`src/rtl/exc_pkg.sv`:
```
package exc_pkg;
    // ***********************************
    // vector addresses
    // ***********************************
    localparam logic [31:0] VEC_RESET = 32'h0000_0100;
    localparam logic [31:0] VEC_BUS_ERROR = 32'h0000_0200;
    localparam logic [31:0] VEC_TICK = 32'h0000_0500;
    localparam logic [31:0] VEC_ALIGN = 32'h0000_0600;
    localparam logic [31:0] VEC_ILLEGAL = 32'h0000_0700;
    localparam logic [31:0] VEC_HW_IRQ = 32'h0000_0800;
    localparam logic [31:0] VEC_SYSCALL = 32'h0000_0C00;
    localparam logic [31:0] VEC_TRAP = 32'h0000_0E00;

    // ***********************************
    // widths and timing
    // ***********************************
    localparam int IRQ_W = 16;
    localparam logic [IRQ_W-1:0] MASK_RESET = 16'h0000;
    localparam int PERIPH_ACCESS_NS = 15;
    localparam int CLK_PERIOD_PS = 5000;
    // least time, rounded up to whole cycles
    localparam int PERIPH_CYCLES_INT = (PERIPH_ACCESS_NS * 1000 + CLK_PERIOD_PS - 1) / CLK_PERIOD_PS;
    localparam logic [1:0] PERIPH_CYCLES = 2'(PERIPH_CYCLES_INT);

    // access sizes
    localparam logic [1:0] SIZE_BYTE = 2'h0;
    localparam logic [1:0] SIZE_HALF = 2'h1;
    localparam logic [1:0] SIZE_WORD = 2'h2;

    typedef enum logic [2:0] {
        ST_IDLE = 3'b001,
        ST_WAIT = 3'b010,
        ST_DONE = 3'b100
    } acc_state_t;

    // true when the access is not naturally aligned for its size
    function automatic logic misaligned(input logic [1:0] size, input logic [1:0] addr_lo);
        misaligned = ((size == SIZE_HALF) && addr_lo[0]) ||
                     ((size == SIZE_WORD) && (addr_lo != 2'h0));
    endfunction
endpackage

```
`src/rtl/periph_access_timer.sv`:
```
`timescale 1ns/1ps
module periph_access_timer
    import exc_pkg::*;
(
    // clock, reset
    input wire logic clk_in,
    input wire logic rst_n_in,
    input wire logic ce_in,
    // access
    input wire logic start_in,
    input wire logic abort_in,
    output logic busy_out,
    output logic done_out
);
    acc_state_t state_reg;
    acc_state_t state_next;
    logic [1:0] cnt_reg;
    logic [1:0] cnt_next;

    always_comb begin
        state_next = state_reg;
        cnt_next = cnt_reg;
        unique case (state_reg)
            ST_IDLE: begin
                if (start_in && !abort_in) begin
                    state_next = ST_WAIT;
                    // the start cycle already counts as the first of the access
                    cnt_next = PERIPH_CYCLES - 2'h2;
                end
            end
            ST_WAIT: begin
                if (abort_in) begin
                    state_next = ST_IDLE;
                end else if (cnt_reg == 2'h1) begin
                    state_next = ST_DONE; // RQ13
                end else begin
                    cnt_next = cnt_reg - 2'h1;
                end
            end
            ST_DONE: begin
                state_next = ST_IDLE;
            end
            default: begin
                state_next = ST_IDLE;
            end
        endcase
    end

    always_ff @(posedge clk_in or negedge rst_n_in) begin
        if (!rst_n_in) begin
            state_reg <= ST_IDLE;
            cnt_reg <= 2'h0;
        end else if (ce_in) begin
            state_reg <= state_next;
            cnt_reg <= cnt_next;
        end
    end

    // access spans cycles 0,1 busy and done on cycle 2: three cycles total
    assign busy_out = (state_reg == ST_WAIT) || (start_in && state_reg == ST_IDLE);
    assign done_out = (state_reg == ST_DONE);
endmodule

```
`src/rtl/peripheral_interrupt_masker.sv`:
```
`timescale 1ns/1ps
module peripheral_interrupt_masker
    import exc_pkg::*;
(
    // clock, reset
    input wire logic clk_in,
    input wire logic rst_n_in,
    input wire logic ce_in,
    // power and mask load
    input wire logic powered_in,
    input wire logic mask_we_in,
    input wire logic [IRQ_W-1:0] mask_in,
    // requests
    input wire logic [IRQ_W-1:0] irq_in,
    output logic irq_out
);
    logic [IRQ_W-1:0] mask_reg;
    logic [IRQ_W-1:0] mask_next;

    always_comb begin
        mask_next = mask_reg;
        if (mask_we_in && powered_in) begin
            mask_next = mask_in;
        end
    end

    always_ff @(posedge clk_in or negedge rst_n_in) begin
        if (!rst_n_in) begin
            mask_reg <= MASK_RESET;
        end else if (ce_in) begin
            mask_reg <= mask_next;
        end
    end

    // unpowered in sleep: passes nothing
    assign irq_out = powered_in && |(irq_in & mask_reg); // RQ11 RQ12
endmodule

```
`src/rtl/vectored_exception_unit.sv`:
```
`timescale 1ns/1ps
// What this block does
// RQ1 - taken event abandons flow, loads vector into pc; handler starts next cycle
// RQ2 - every handler runs in supervisor mode
// RQ3 - any reset, software or hardware, starts execution at 0x100
// RQ4 - access to unpopulated address raises bus error at 0x200
// RQ5 - tick timer expiry goes to 0x500, enabled hardware interrupts to 0x800
// RQ6 - misaligned load or store raises alignment exception at 0x600
// RQ7 - halfword at odd address, word not multiple of four, is misaligned
// RQ8 - unrecognised fetched instruction raises illegal instruction at 0x700
// RQ9 - system call instruction vectors to 0xC00
// RQ10 - trap instruction vectors to 0xE00
// RQ11 - each hardware interrupt request passes an individual mask first
// RQ12 - in sleep masker may be off; pin interrupts and chosen wakers wake
// RQ13 - peripheral register accesses take three clock cycles
// RQ14 - priority: reset, then instruction exceptions, then tick and hardware
module vectored_exception_unit
    import exc_pkg::*;
(
    // clock, reset
    input wire logic clk_in,
    input wire logic rst_n_in,
    input wire logic ce_in,
    // software reset request
    input wire logic sw_reset_in,
    // instruction stream
    input wire logic fetch_valid_in,
    input wire logic illegal_insn_in,
    input wire logic syscall_insn_in,
    input wire logic trap_insn_in,
    // load/store path
    input wire logic ls_valid_in,
    input wire logic [31:0] ls_addr_in,
    input wire logic [1:0] ls_size_in,
    input wire logic ls_unmapped_in,
    input wire logic ls_periph_in,
    output logic ls_stall_out,
    output logic ls_done_out,
    // privilege
    input wire logic user_mode_in,
    output logic supervisor_out,
    // redirect to core
    output logic redirect_out,
    output logic [31:0] vector_out,
    output logic [31:0] epc_out,
    input wire logic [31:0] pc_in,
    // interrupts
    input wire logic tick_expired_in,
    input wire logic irq_enable_in,
    input wire logic [IRQ_W-1:0] periph_irq_in,
    input wire logic mask_we_in,
    input wire logic [IRQ_W-1:0] mask_in,
    // sleep and wake
    input wire logic sleep_in,
    input wire logic [IRQ_W-1:0] gp_pin_irq_in,
    input wire logic wake_timer_irq_in,
    input wire logic comparator_irq_in,
    input wire logic wake_timer_en_in,
    input wire logic comparator_en_in,
    output logic wake_out
);
    // ***********************************
    // helper functions
    // ***********************************
    // instruction flags mean nothing without a valid fetch behind them
    function automatic logic insn_flag(input logic valid, input logic flag);
        insn_flag = valid && flag;
    endfunction

    // a sleep waker counts only when chosen to stay live
    function automatic logic waker(input logic enable, input logic irq);
        waker = enable && irq;
    endfunction

    // ***********************************
    // masking
    // ***********************************
    logic hw_irq;
    logic [IRQ_W-1:0] all_irq;
    logic masker_powered;

    assign all_irq = periph_irq_in | gp_pin_irq_in;
    // the masker loses power in sleep, so it can neither mask nor wake
    assign masker_powered = !sleep_in;

    peripheral_interrupt_masker i_peripheral_interrupt_masker (
        .clk_in(clk_in),
        .rst_n_in(rst_n_in),
        .ce_in(ce_in),
        .powered_in(masker_powered),
        .mask_we_in(mask_we_in),
        .mask_in(mask_in),
        .irq_in(all_irq),
        .irq_out(hw_irq)
    );

    // ***********************************
    // sleep wake, kept off the masker
    // ***********************************
    logic wake_reg;
    logic wake_next;
    logic any_pin;
    logic timer_wake;
    logic comparator_wake;

    assign any_pin = |gp_pin_irq_in;
    assign timer_wake = waker(wake_timer_en_in, wake_timer_irq_in); // RQ12
    assign comparator_wake = waker(comparator_en_in, comparator_irq_in); // RQ12

    // registered so a short glitch on a waker never reaches the power logic
    always_comb begin
        wake_next = sleep_in && (any_pin || timer_wake || comparator_wake); // RQ12
    end

    always_ff @(posedge clk_in or negedge rst_n_in) begin
        if (!rst_n_in) begin
            wake_reg <= 1'b0;
        end else if (ce_in) begin
            wake_reg <= wake_next;
        end
    end

    // ***********************************
    // load/store checks and peripheral access timing
    // ***********************************
    logic take;
    logic misalign;
    logic bus_err;
    logic periph_go;
    logic periph_busy;
    logic periph_done;

    assign misalign = ls_valid_in && misaligned(ls_size_in, ls_addr_in[1:0]); // RQ6 RQ7
    assign bus_err = ls_valid_in && ls_unmapped_in && !misalign; // RQ4
    // a faulting access never opens the peripheral window
    assign periph_go = ls_valid_in && ls_periph_in && !misalign && !ls_unmapped_in;

    // a take aborts the window; the core repeats the access after the handler
    periph_access_timer i_periph_access_timer (
        .clk_in(clk_in),
        .rst_n_in(rst_n_in),
        .ce_in(ce_in),
        .start_in(periph_go),
        .abort_in(take),
        .busy_out(periph_busy),
        .done_out(periph_done)
    );

    // core holds the access while the three-cycle window runs
    assign ls_stall_out = periph_busy && !periph_done; // RQ13
    assign ls_done_out = periph_done;

    // ***********************************
    // qualified event sources
    // ***********************************
    logic pending_reset_reg;
    logic reset_src;
    logic illegal_src;
    logic syscall_src;
    logic trap_src;
    logic tick_src;
    logic hw_src;

    assign reset_src = pending_reset_reg || sw_reset_in; // RQ3
    assign illegal_src = insn_flag(fetch_valid_in, illegal_insn_in); // RQ8
    assign syscall_src = insn_flag(fetch_valid_in, syscall_insn_in); // RQ9
    assign trap_src = insn_flag(fetch_valid_in, trap_insn_in); // RQ10
    // tick and hardware are refused while the global enable is low
    assign tick_src = tick_expired_in && irq_enable_in; // RQ5
    // pin requests share the masked line with the peripherals when awake
    assign hw_src = hw_irq && irq_enable_in; // RQ5 RQ11

    // ***********************************
    // priority and vector select
    // ***********************************
    logic [31:0] vec_sel;

    always_comb begin
        take = 1'b1;
        vec_sel = VEC_RESET;
        // reset first, then instruction exceptions, then async sources
        if (reset_src) begin
            vec_sel = VEC_RESET; // RQ3 RQ14
        end else if (bus_err) begin
            vec_sel = VEC_BUS_ERROR; // RQ4 RQ14
        end else if (misalign) begin
            vec_sel = VEC_ALIGN; // RQ6
        end else if (illegal_src) begin
            vec_sel = VEC_ILLEGAL; // RQ8
        end else if (syscall_src) begin
            vec_sel = VEC_SYSCALL; // RQ9
        end else if (trap_src) begin
            vec_sel = VEC_TRAP; // RQ10
        end else if (tick_src) begin
            vec_sel = VEC_TICK; // RQ5 RQ14
        end else if (hw_src) begin
            vec_sel = VEC_HW_IRQ; // RQ5
        end else begin
            take = 1'b0;
        end
    end

    // ***********************************
    // reset entry
    // ***********************************
    logic pending_reset_next;

    // cleared by the first enabled edge, which takes the reset entry
    always_comb begin
        pending_reset_next = 1'b0;
    end

    // reset leaves a pending entry so the first redirect goes to the reset vector
    always_ff @(posedge clk_in or negedge rst_n_in) begin
        if (!rst_n_in) begin
            pending_reset_reg <= 1'b1; // RQ3
        end else if (ce_in) begin
            pending_reset_reg <= pending_reset_next;
        end
    end

    // ***********************************
    // redirect and vector
    // ***********************************
    logic redirect_reg;
    logic redirect_next;
    logic [31:0] vector_reg;
    logic [31:0] vector_next;

    // vector stands until the next entry so the core may read it late
    always_comb begin
        redirect_next = take; // RQ1
        vector_next = vector_reg;
        if (take) begin
            vector_next = vec_sel; // RQ1
        end
    end

    always_ff @(posedge clk_in or negedge rst_n_in) begin
        if (!rst_n_in) begin
            redirect_reg <= 1'b0;
            vector_reg <= VEC_RESET;
        end else if (ce_in) begin
            redirect_reg <= redirect_next;
            vector_reg <= vector_next;
        end
    end

    // ***********************************
    // return address
    // ***********************************
    logic [31:0] epc_reg;
    logic [31:0] epc_next;

    always_comb begin
        epc_next = epc_reg;
        // a reset entry has no flow to return to
        if (take && !reset_src) begin
            epc_next = pc_in; // RQ1
        end
    end

    always_ff @(posedge clk_in or negedge rst_n_in) begin
        if (!rst_n_in) begin
            epc_reg <= 32'h0000_0000;
        end else if (ce_in) begin
            epc_reg <= epc_next;
        end
    end

    // ***********************************
    // privilege
    // ***********************************
    logic super_reg;
    logic super_next;

    // entry forces supervisor; once the pulse ends, follow the core's mode
    always_comb begin
        super_next = !user_mode_in;
        if (take) begin
            super_next = 1'b1; // RQ2
        end else if (redirect_reg) begin
            super_next = super_reg;
        end
    end

    always_ff @(posedge clk_in or negedge rst_n_in) begin
        if (!rst_n_in) begin
            super_reg <= 1'b1;
        end else if (ce_in) begin
            super_reg <= super_next;
        end
    end

    // ***********************************
    // outputs
    // ***********************************
    assign redirect_out = redirect_reg;
    assign vector_out = vector_reg;
    assign epc_out = epc_reg;
    assign supervisor_out = super_reg;
    assign wake_out = wake_reg;
endmodule
```
`config.mk`:
```
export PLATFORM = sky130hd
export DESIGN_NAME = vectored_exception_unit
export DESIGN_NICKNAME = d
export VERILOG_FILES = /design/src/rtl/exc_pkg.sv /design/src/rtl/periph_access_timer.sv /design/src/rtl/peripheral_interrupt_masker.sv /design/src/rtl/vectored_exception_unit.sv
export SDC_FILE = /design/constraint.sdc
export NUM_CORES = 1
export LEC_CHECK = 0
export CAP_MARGIN = 20
export CORE_UTILIZATION = 45
export CTS_CLUSTER_SIZE = 20
export DETAILED_ROUTE_END_ITERATION = 8
export DONT_BUFFER_PORTS = 1
export GPL_TIMING_DRIVEN = 0
export PLACE_DENSITY = 0.62
export SETUP_SLACK_MARGIN = 0.2
export SLEW_MARGIN = 20
export SYNTH_ARGS = -nofsm -noshare
export SYNTH_HDL_FRONTEND = slang
export SYNTH_SLANG_ARGS = --single-unit
export TNS_END_PERCENT = 50
```
`constraint.sdc`:
```
create_clock -name clk_in -period 2 [get_ports clk_in]
set_input_delay 0.4 -clock clk_in [delete_from_list [all_inputs] [get_ports clk_in]]
set_output_delay 0.4 -clock clk_in [all_outputs]
set_load 0.02 [all_outputs]
```
# After elaboration in Yosys (flattened, before gate mapping)
# Index checks and enable logic that the tools add are counted.
# W data, S select, Z words.
[totals]
word_cells = 93
romBits = 0
ramBits = 0
memories = 0
out_inout_bits = 69
in_bits = 134
latch_bits = 0
register_bits = 89
[op_classes]
bitwise_logic = 2
add_sub_neg = 1
mux = 26
n_shift = 0
div_mod_pow = 0
n_eq_ne = 11
order_cmp = 0
n_reduce_logical = 44
n_mul = 0
[op_table]
columns = ["op", "n"]
rows = [
  ["$mux W12", 8],
  ["$reduce_or A16 Y1", 2],
  ["$logic_and A1 B1 Y1", 22],
  ["$and A16 B16 Y16", 1],
  ["$or A16 B16 Y16", 1],
  ["$mux W1", 10],
  ["$mux W3", 3],
  ["$reduce_and A2 Y1", 4],
  ["$logic_not A1 Y1", 7],
  ["$mux W2", 3],
  ["$pmux W3 S2", 1],
  ["$logic_or A1 B1 Y1", 5],
  ["$reduce_and A5 Y1", 1],
  ["$eq A2 B1 Y1 const B", 2],
  ["$ne A2 B1 Y1 const B", 2],
  ["$ne A2 B2 Y1 const B", 2],
  ["$pmux W2 S2", 1],
  ["$reduce_bool A2 Y1", 2],
  ["$eq A3 B1 Y1 const B", 1],
  ["$eq A3 B2 Y1 const B", 1],
  ["$eq A3 B3 Y1 const B", 1],
  ["$ne A3 B1 Y1 const B", 1],
  ["$reduce_and A3 Y1", 1],
  ["$eq A2 B2 Y1 const B", 1],
  ["$sub A2 B1 Y2 const B", 1],
]

# Logic depth before layout (Yosys ltp)
# Gate-level depths: netlist of run 1.
[depth]
word_depth = 17
depth_mapped = 8
depth_no_buf = 7

# Modules after synthesis
# From an unflattened synthesis of run 1, not the netlist that was laid out.
[unflattened]
cells_unflattened = 247
area_unflattened_um2 = 3183.1
[by_module_without_submodules]
columns = ["mod", "cells_per_inst", "area_per_inst_um2", "n_inst", "seq_area_each_um2"]
rows = [
  ["vectored_exception_unit", 173, 2157.1, 1, 1004.7],
  ["peripheral_interrupt_masker", 45, 742.0, 1, 400.4],
  ["periph_access_timer", 29, 284.0, 1, 126.4],
]

# Worst setup path after synthesis of run 1
# No wires, ideal clock.
[synth_timing]
path_kind = "input to register"
from = "in periph_irq_in[12]"
to = "reg epc_reg[0] (netlist: epc_out[0])"
t_arrival_ns = 1.801
required_time_ns = 1.872
n_path_buf = 1
slack_ns = 0.071
stages = 7
setup_ns = 0.128
cell_sequence = "o21ai_1 > nand4_1 > nor4_4 > o21ai_2 > nand3_4 > buf_4 > mux2_1"
[synth_between]
elab_chain_len = 15
[synth_lines]
columns = ["element", "line", "text"]
rows = [
  ["start, declared", "vectored_exception_unit.sv:50", "input wire logic [IRQ_W-1:0] periph_irq_in,"],
  ["$or A16 B16 Y16", "vectored_exception_unit.sv:82", "assign all_irq = periph_irq_in | gp_pin_irq_in;"],
  ["$and A16 B16 Y16", "peripheral_interrupt_masker.sv:36", "assign irq_out = powered_in && |(irq_in & mask_reg);"],
  ["$reduce_or A16 Y1", "peripheral_interrupt_masker.sv:36", ""],
  ["$logic_and A1 B1 Y1", "peripheral_interrupt_masker.sv:36", ""],
  ["$logic_and A1 B1 Y1", "vectored_exception_unit.sv:171", "assign hw_src = hw_irq && irq_enable_in;"],
  ["$mux W1", "vectored_exception_unit.sv:196", "end else if (hw_src) begin"],
  ["$mux W1", "vectored_exception_unit.sv:194", "end else if (tick_src) begin"],
  ["$mux W1", "vectored_exception_unit.sv:192", "end else if (trap_src) begin"],
  ["$mux W1", "vectored_exception_unit.sv:190", "end else if (syscall_src) begin"],
  ["$mux W1", "vectored_exception_unit.sv:188", "end else if (illegal_src) begin"],
  ["$mux W1", "vectored_exception_unit.sv:186", "end else if (misalign) begin"],
  ["$mux W1", "vectored_exception_unit.sv:184", "end else if (bus_err) begin"],
  ["$mux W1", "vectored_exception_unit.sv:182", "if (reset_src) begin"],
  ["$logic_and A1 B1 Y1", "vectored_exception_unit.sv:258", "if (take && !reset_src) begin"],
  ["$reduce_and A2 Y1 (no source line)", "--", ""],
  ["end signal, assigned", "vectored_exception_unit.sv:267", "epc_reg <= epc_next;"],
  ["end, declared", "vectored_exception_unit.sv:252", "logic [31:0] epc_reg;"],
]
# Every way passes these cells.
# A chain may end at the register's enable or synchronous reset.

# Worst setup path in the final report of run 1
[layout_timing]
from = "reg i_peripheral_interrupt_masker.mask_reg[6]"
to = "reg epc_reg[11] (netlist: epc_out[11])"
[layout_between]
elab_chain_len = 14
[layout_lines]
columns = ["element", "line", "text"]
rows = [
  ["start, declared", "peripheral_interrupt_masker.sv:17", "logic [IRQ_W-1:0] mask_reg;"],
  ["start signal, assigned", "peripheral_interrupt_masker.sv:31", "mask_reg <= mask_next;"],
  ["$and A16 B16 Y16", "peripheral_interrupt_masker.sv:36", ""],
  ["$reduce_or A16 Y1", "peripheral_interrupt_masker.sv:36", ""],
  ["$logic_and A1 B1 Y1", "peripheral_interrupt_masker.sv:36", ""],
  ["$logic_and A1 B1 Y1", "vectored_exception_unit.sv:171", ""],
  ["$mux W1", "vectored_exception_unit.sv:196", ""],
  ["$mux W1", "vectored_exception_unit.sv:194", ""],
  ["$mux W1", "vectored_exception_unit.sv:192", ""],
  ["$mux W1", "vectored_exception_unit.sv:190", ""],
  ["$mux W1", "vectored_exception_unit.sv:188", ""],
  ["$mux W1", "vectored_exception_unit.sv:186", ""],
  ["$mux W1", "vectored_exception_unit.sv:184", ""],
  ["$mux W1", "vectored_exception_unit.sv:182", ""],
  ["$logic_and A1 B1 Y1", "vectored_exception_unit.sv:258", ""],
  ["$reduce_and A2 Y1 (no source line)", "--", ""],
]
# Every way passes these cells.

==> results_tabular.tex, run 1 <==
\begin{tabular}{lr}
\hline
Metric & Value \\
\hline
\multicolumn{2}{l}{\textbf{Power}} \\
Total power consumption of the routed design & 3.855 mW \\
Net switching power & 1.162 mW \\
Clock Power Share & roughly a third \\
Worst-case vdd ir drop & 603.2 uV \\
Static leakage & about 1.7 nW \\
Switching Fraction & between 30\% and 40\% \\
Power density over the cells & roughly 1100 mW/mm\^{}2 \\
Reg power frac & a little under half \\
Internal power & 2.694 mW \\
Fraction of power consumed by combinational cells & 20.2\% \\
\multicolumn{2}{l}{\textbf{Route}} \\
Vias/cell & around 5.3 \\
Routed wl met2 & $\sim$3.1 mm \\
Routed WL per cell & 17.01 um \\
Total DRC errors in the routed layout & 0 \\
Detailed Route WL & 6.278 mm \\
Met3 wire length & between 500 and 600 um \\
Detailed-routing wirelength on met1 & between 2 and 3 mm \\
Detailed-route via count & a little under 2000 \\
Number of antenna-violating nets in the routed design & 0 \\
DRT Pass-1 Iters & 4 \\
Drt initial violations & 54 \\
Highest Signal Layer & met4 \\
\multicolumn{2}{l}{\textbf{Global routing}} \\
Vias in the first global route & around 2000 \\
Wire length of the first global-routing pass & 9.991 mm \\
Global route overflow & 0 \\
Initial antenna violation count & 0 \\
Overall routing resource usage & 18.88\% \\
Largest net degree at the start of global routing & between 60 and 70 \\
\multicolumn{2}{l}{\textbf{Timing}} \\
Final Critical Period & 1.957 ns \\
Max-slew violation count & 0 \\
Final setup violation count & 0 \\
Period Utilization, post-route & 97.83\% \\
Setup repair after global routing missed its margin & true \\
F\_max & around 510 MHz \\
Setup TNS & 0 ns \\
Relative slew slack & 61.88\% \\
Final number of hold-violating endpoints & 61 \\
Fin Hold WS & -0.2372 ns \\
Worst clock skew & slightly above 0.008 ns \\
Transition time at the pin with the least slew margin & between 0.5 and 0.6 ns \\
\multicolumn{2}{l}{\textbf{Setup path}} \\
Critical Path RT & around 2.2 ns \\
Nature of the critical path endpoint & flip-flop \\
List of cells traversed by the critical path & o21ai\_1 > nand4\_1 > nor4\_4 > o21ai\_2 > nand3\_4 > buf\_12 > mux2\_4 \\
Worst Path Arrival & roughly 2.2 ns \\
Worst Setup Start Kind & flip-flop \\
Peak fanout along the critical path & 10 \\
Type of the worst setup path & flip-flop to flip-flop \\
Delay of the slowest cell on the worst path & approximately 0.40 ns \\
Cell type group with the largest total delay on the critical path & simple AND/OR/NAND/NOR gates \\
Cell with the largest stage delay on the worst path & nor4\_4 \\
CP Buf/Inv Count & 1 \\
\multicolumn{2}{l}{\textbf{Placement}} \\
Instance area after placement & around 0.0033 sq mm \\
Placer's final routability congestion estimate & 0.8121 \\
Placed cell count & about 350 \\
Total of buffers placed on input and output ports & 0 \\
Hpwl dp & between 4 and 5 mm \\
\multicolumn{2}{l}{\textbf{Finish}} \\
Proportion of layout cells with a drive suffix above 1 & around two fifths \\
Total Nets Final & about 420 \\
Finished layout cell area & around 0.0036 sq mm \\
Area Growth Syn to Fin & 22.67\% \\
Number of standard cells in the layout, taps in and fillers out & 369 \\
Inserted Diodes & 0 \\
Fill cell instance count of the final layout & 561 \\
Max reg flops & 32 \\
\multicolumn{2}{l}{\textbf{Floorplanning}} \\
Initial core utilization & 46.42\% \\
Std-Cell Rows & 29 \\
Full die area & 0.006878 sq mm \\
Die X & just over 80 um \\
Boundary pin count & slightly above 200 \\
Area of the core & between 0.006 and 0.007 sq mm \\
Floorplan die height & roughly 83 um \\
\multicolumn{2}{l}{\textbf{Job}} \\
Max-cap violations & 0 \\
\multicolumn{2}{l}{\textbf{Outcome}} \\
Outcome & finished with violations \\
Failing checks & negative hold slack \\
\multicolumn{2}{l}{\textbf{Synth}} \\
Top cells by area, synth & dfrtp\_1 (48\%), mux2\_1 (12\%), buf\_4 (7.9\%) \\
Post-synth EDFFs & 0 \\
Most used standard cells in the synthesized netlist & dfrtp\_1 (57), mux2\_1 (32), buf\_4 (31), mux2\_2 (16) \\
Number of storage elements in the synthesis netlist & 61 \\
Post-synthesis cell area & $\sim$0.003 sq mm \\
Portion of synthesized cell area occupied by the leading cell type & approximately half \\
Main flop type after synthesis & dfrtp\_1 \\
Gate Count Post-Synth & roughly 240 \\
Number of distinct library cells after synthesis & slightly above 40 \\
Most frequent cell after synthesis & dfrtp\_1 \\
Yosys warning total & 0 \\
Sequential element share of the synthesized area & roughly half \\
Share of async-settable or async-resettable flops after synthesis & between 90\% and 100\% \\
Mean post-synth cell area & 12.13 sq um \\
Library cell occupying the most area in the post-synthesis netlist & dfrtp\_1 \\
\multicolumn{2}{l}{\textbf{Clock network}} \\
Latest clock arrival within the worst-skew pair & about 0.33 ns \\
CTS tree & done \\
CTS max path bufs & 2 \\
Inserted Clock Buffers & 9 \\
Clock edge transition at the registers on the reported setup and hold paths & about 0.07 ns \\
Clock tree root driver cell & clkbuf\_8 \\
Number of H-tree levels & 3 \\
Clock tree sinks & 61 \\
\multicolumn{2}{l}{\textbf{Min path}} \\
Hold WC Path Type & input pin to async pin \\
\hline
\end{tabular}
kinds of logic after synthesis:
| family | synth area share [%] |
|---|---|
| AND/OR/NAND/NOR | 8.617 |
| multiplexers | 19.02 |
| adder cells (fa/ha/maj) | 0.4244 |
| AO/OA/AOI/OAI | 10.40 |
| other | 0.1272 |
| flip-flops | 51.95 |
| XOR/XNOR | 0.2972 |
| buffers and inverters | 9.168 |
what timing repair did:
action / CTS / global route
setup endpoints to repair: 40 / 44
pin swaps: 7 / 14
resized for setup: 8 / 7
endpoints found under the hold margin: 61 / 61
buffers inserted: 7 / 0
metrics by stage:
stage | util, % | setup WS [ns]
global placement | 51.61 | -0.1631
floorplan | - | 0.1104
CTS | 56.57 | 0.02059
global route | 56.95 | -0.04974
finish | 56.95 | 0.04334
detailed placement | 51.61 | -0.1989
routing by layer:
metal,track usage [%],vias to the layer above
li1,-,904
met1,22.79,921
met2,31.74,115
met3,5.169,8
met4,7.994,0
met5,0,-
final timing paths:
| path | cells past startpoint | end | start | slack [ns] |
|---|---|---|---|---|
| max in group asynchronous | 0 | vector_out[8] | rst_n_in | 2.05 |
| worst max register to register | 7 | epc_out[11] | i_peripheral_interrupt_masker.mask_reg[6] | 0.04 |
| min in group clk_in | 1 | epc_out[20] | pc_in[20] | 0.20 |
| worst min-delay path | 0 | vector_out[11] | rst_n_in | -0.24 |
| worst min register to register | 1 | i_periph_access_timer.cnt_reg[0] | i_periph_access_timer.cnt_reg[0] | 0.48 |
| worst max-delay path | 7 | epc_out[11] | i_peripheral_interrupt_masker.mask_reg[6] | 0.04 |
power groups by stage:
stage / combinational (mW) / sequential [mW] / clock (mW)
2_1_floorplan: 0.622 / 1.81 / 0
6_report: 0.780 / 1.84 / 1.23
3_3_place_gp: 0.681 / 1.86 / 0
4_1_cts: 0.772 / 1.84 / 1.27
3_5_place_dp: 0.698 / 1.86 / 0
5_1_grt: 0.849 / 1.87 / 1.32
layout by cell type (no fill, tap or decap), types with 2 or more instances in the layout:
cell	netlist	layout
and3_1	2	2
o21ai_2	3	7
nand3b_1	3	3
a21oi_1	6	5
conb_1	1	28
buf_12	0	3
mux2i_1	2	2
mux2_4	0	27
buf_4	31	34
nor4_1	3	3
nor2_1	5	4
nor2_2	1	2
o21ai_0	11	5
bufinv_16	0	2
dfrtp_1	57	57
mux2_2	16	16
nand2_1	12	12
nand4_1	5	5
inv_1	8	8
a21o_1	2	2
clkbuf_8	0	11
nand3_1	2	2
mux2_1	32	5
clkbuf_1	2	3
o21ai_1	12	13
nand4b_1	2	2
dfstp_2	4	4
final cells by class:
| cell class | instances | area (sq um) | area share [%] |
|---|---|---|---|
| buffer | 33 | 277.8 | 7.682 |
| inverter | 8 | 30.03 | 0.8304 |
| clock inverter | 3 | 68.82 | 1.903 |
| multi-input combinational | 168 | 1400 | 38.72 |
| tap | 77 | 96.34 | 2.664 |
| sequential | 61 | 1531 | 42.35 |
| clock buffer | 12 | 155.1 | 4.291 |
| timing repair buffer | 7 | 56.30 | 1.557 |
Power figures use the tool's default switching activity.
==> run 2, diff against run 1 <==
Settings changed: CTS_BUF_LIST from default to sky130_fd_sc_hd__clkbuf_2.
==> results_tabular.tex, run 2 (synthesis gave the netlist of run 1 again) <==
\begin{tabular}{lr}
\hline
Metric & Value \\
\hline
\multicolumn{2}{l}{\textbf{Outcome}} \\
Outcome & finished with violations \\
Failing checks & negative setup slack \\
\multicolumn{2}{l}{\textbf{Setup path}} \\
Peak fanout along the critical path & 2 \\
Type of the worst setup path & flip-flop to output port \\
Critical Path RT & roughly 1.6 ns \\
Worst Setup Start Kind & flip-flop \\
Nature of the critical path endpoint & output port \\
Worst Path Arrival & $\sim$1.7 ns \\
\multicolumn{2}{l}{\textbf{Timing}} \\
Transition time at the pin with the least slew margin & 0.5668 ns \\
Final Critical Period & around 2.1 ns \\
Final number of hold-violating endpoints & 0 \\
Final setup violation count & 21 \\
F\_max & slightly below 500 MHz \\
Post-route worst setup slack & -0.05224 ns \\
Relative slew slack & roughly 62\% \\
Max-slew violation count & 0 \\
Worst clock skew & around 0.028 ns \\
Setup repair after global routing missed its margin & true \\
Period Utilization, post-route & 102.6\% \\
Fin Hold WS & approximately 0.045 ns \\
\multicolumn{2}{l}{\textbf{Placement}} \\
Total of buffers placed on input and output ports & 0 \\
Hpwl dp & approximately 4.8 mm \\
Placer's final routability congestion estimate & roughly 0.81 \\
\multicolumn{2}{l}{\textbf{Floorplanning}} \\
Initial core utilization & 46.42\% \\
Die X & between 80 and 90 um \\
Std-Cell Rows & 29 \\
Full die area & 0.006878 sq mm \\
Floorplan die height & between 80 and 90 um \\
Boundary pin count & just over 200 \\
Area of the core & between 0.006 and 0.007 sq mm \\
\multicolumn{2}{l}{\textbf{Clock network}} \\
Clock tree root driver cell & clkbuf\_2 \\
CTS tree & done \\
CTS max path bufs & 2 \\
Clock edge transition at the registers on the reported setup and hold paths & 0.19 ns \\
Inserted Clock Buffers & 9 \\
Latest clock arrival within the worst-skew pair & about 0.47 ns \\
Number of H-tree levels & 3 \\
Clock tree sinks & a little over 60 \\
\multicolumn{2}{l}{\textbf{Finish}} \\
Proportion of layout cells with a drive suffix above 1 & a little over two fifths \\
End-of-flow core utilization & between 50\% and 60\% \\
Leading cell types in the layout, fill and taps excluded & dfrtp\_1 (57), buf\_4 (37), mux2\_4 (31) \\
Inserted Diodes & 0 \\
Commonest non-fill, non-tap cell in the layout & dfrtp\_1 \\
Fill cell instance count of the final layout & about 550 \\
Max reg flops & 32 \\
Total Nets Final & around 440 \\
Area Growth Syn to Fin & 29.03\% \\
\multicolumn{2}{l}{\textbf{Job}} \\
Max-cap violations & 0 \\
\multicolumn{2}{l}{\textbf{Power}} \\
Power density over the cells & 954.9 mW/mm\^{}2 \\
Worst-case vdd ir drop & around 530 uV \\
Static leakage & 1.826 nW \\
\multicolumn{2}{l}{\textbf{Global routing}} \\
Largest net degree at the start of global routing & a little over 60 \\
Vias in the first global route & between 2000 and 2500 \\
Overall routing resource usage & about a fifth \\
Global route overflow & 0 \\
Initial antenna violation count & 0 \\
Wire length of the first global-routing pass & 10.31 mm \\
\multicolumn{2}{l}{\textbf{Route}} \\
Vias/cell & between 5 and 6 \\
Detailed-route via count & $\sim$2000 \\
Number of antenna-violating nets in the routed design & 0 \\
DRT Pass-1 Iters & 4 \\
Total DRC errors in the routed layout & 0 \\
Routed WL per cell & approximately 17 um \\
Drt initial violations & 63 \\
Detailed Route WL & around 6.7 mm \\
\multicolumn{2}{l}{\textbf{Min path}} \\
Hold WC Path Type & input pin to flip-flop \\
\hline
\end{tabular}
[run 2: area by class of cell]
type,instances,area (sq um),area share [%]
clock buffers,10,50.05,1.316
well taps,77,96.34,2.533
flip-flops and latches,61,1531,40.26
multi-input cells,168,1418,37.27
plain buffers,33,272.8,7.171
inverters,8,30.03,0.7895
repair buffers,25,329.1,8.651
clock inverters,5,76.32,2.007
[run 2: stage by stage]
step	cells	area, sq um	setup slack (ns)	setup TNS, ns	total power, mW
2_1_floorplan	270	3181	0.1104	0	2.428
3_3_place_gp	347	3277	-0.1631	-4.646	2.538
3_5_place_dp	347	3277	-0.1989	-5.755	2.559
4_1_cts	377	3664	-0.07562	-0.9790	3.601
5_1_grt	387	3804	-0.1693	-2.663	3.821
6_report	387	3804	-0.05224	-0.3827	3.632
[run 2: worst max-delay path, stage by stage, from the launching register on]
cell and delay (ns):
dfstp_2 0.57, inv_2 0.04, or3_4 0.34, o21ai_4 0.23
[run 2: layer usage]
metal	track usage (%)	part of all wire (%)
met1	23.36	41
met2	33.16	50
met3	5.865	7.9
met4	8.464	1.5
met5	0	0
[run 2: worst paths after layout]
path                                                      startpoint                                 end  slack (ns)  depth (start not counted)
min in group asynchronous                                   rst_n_in                         epc_out[26]        0.42                          2
max reg2reg                i_peripheral_interrupt_masker.mask_reg[6]  i_periph_access_timer.state_reg[1]       -0.04                          8
max                               i_periph_access_timer.state_reg[0]                        ls_stall_out       -0.05                          3
max in group asynchronous                                   rst_n_in                       vector_out[8]        1.26                          2
min reg2reg                         i_periph_access_timer.cnt_reg[0]    i_periph_access_timer.cnt_reg[0]        0.49                          1
min                                                        pc_in[24]                         epc_out[24]        0.05                          1
[run 2: what timing repair did]
| action | 4_1_cts | 5_1_grt |
|---|---|---|
| buffers inserted | 9 | 4 |
| cloned | 3 | 0 |
| gates resized for setup | 14 | 9 |
| pin swaps | 6 | 11 |
| hold buffers | 3 | 6 |
| endpoints found under the setup margin | 41 | 45 |
| hold endpoints to repair | 62 | 6 |
[run 2: report_power, final]
part	internal (mW)	switching, mW
registers	1.49	0.358
clock network	0.408	0.445
logic	0.539	0.396
total	2.43	1.20
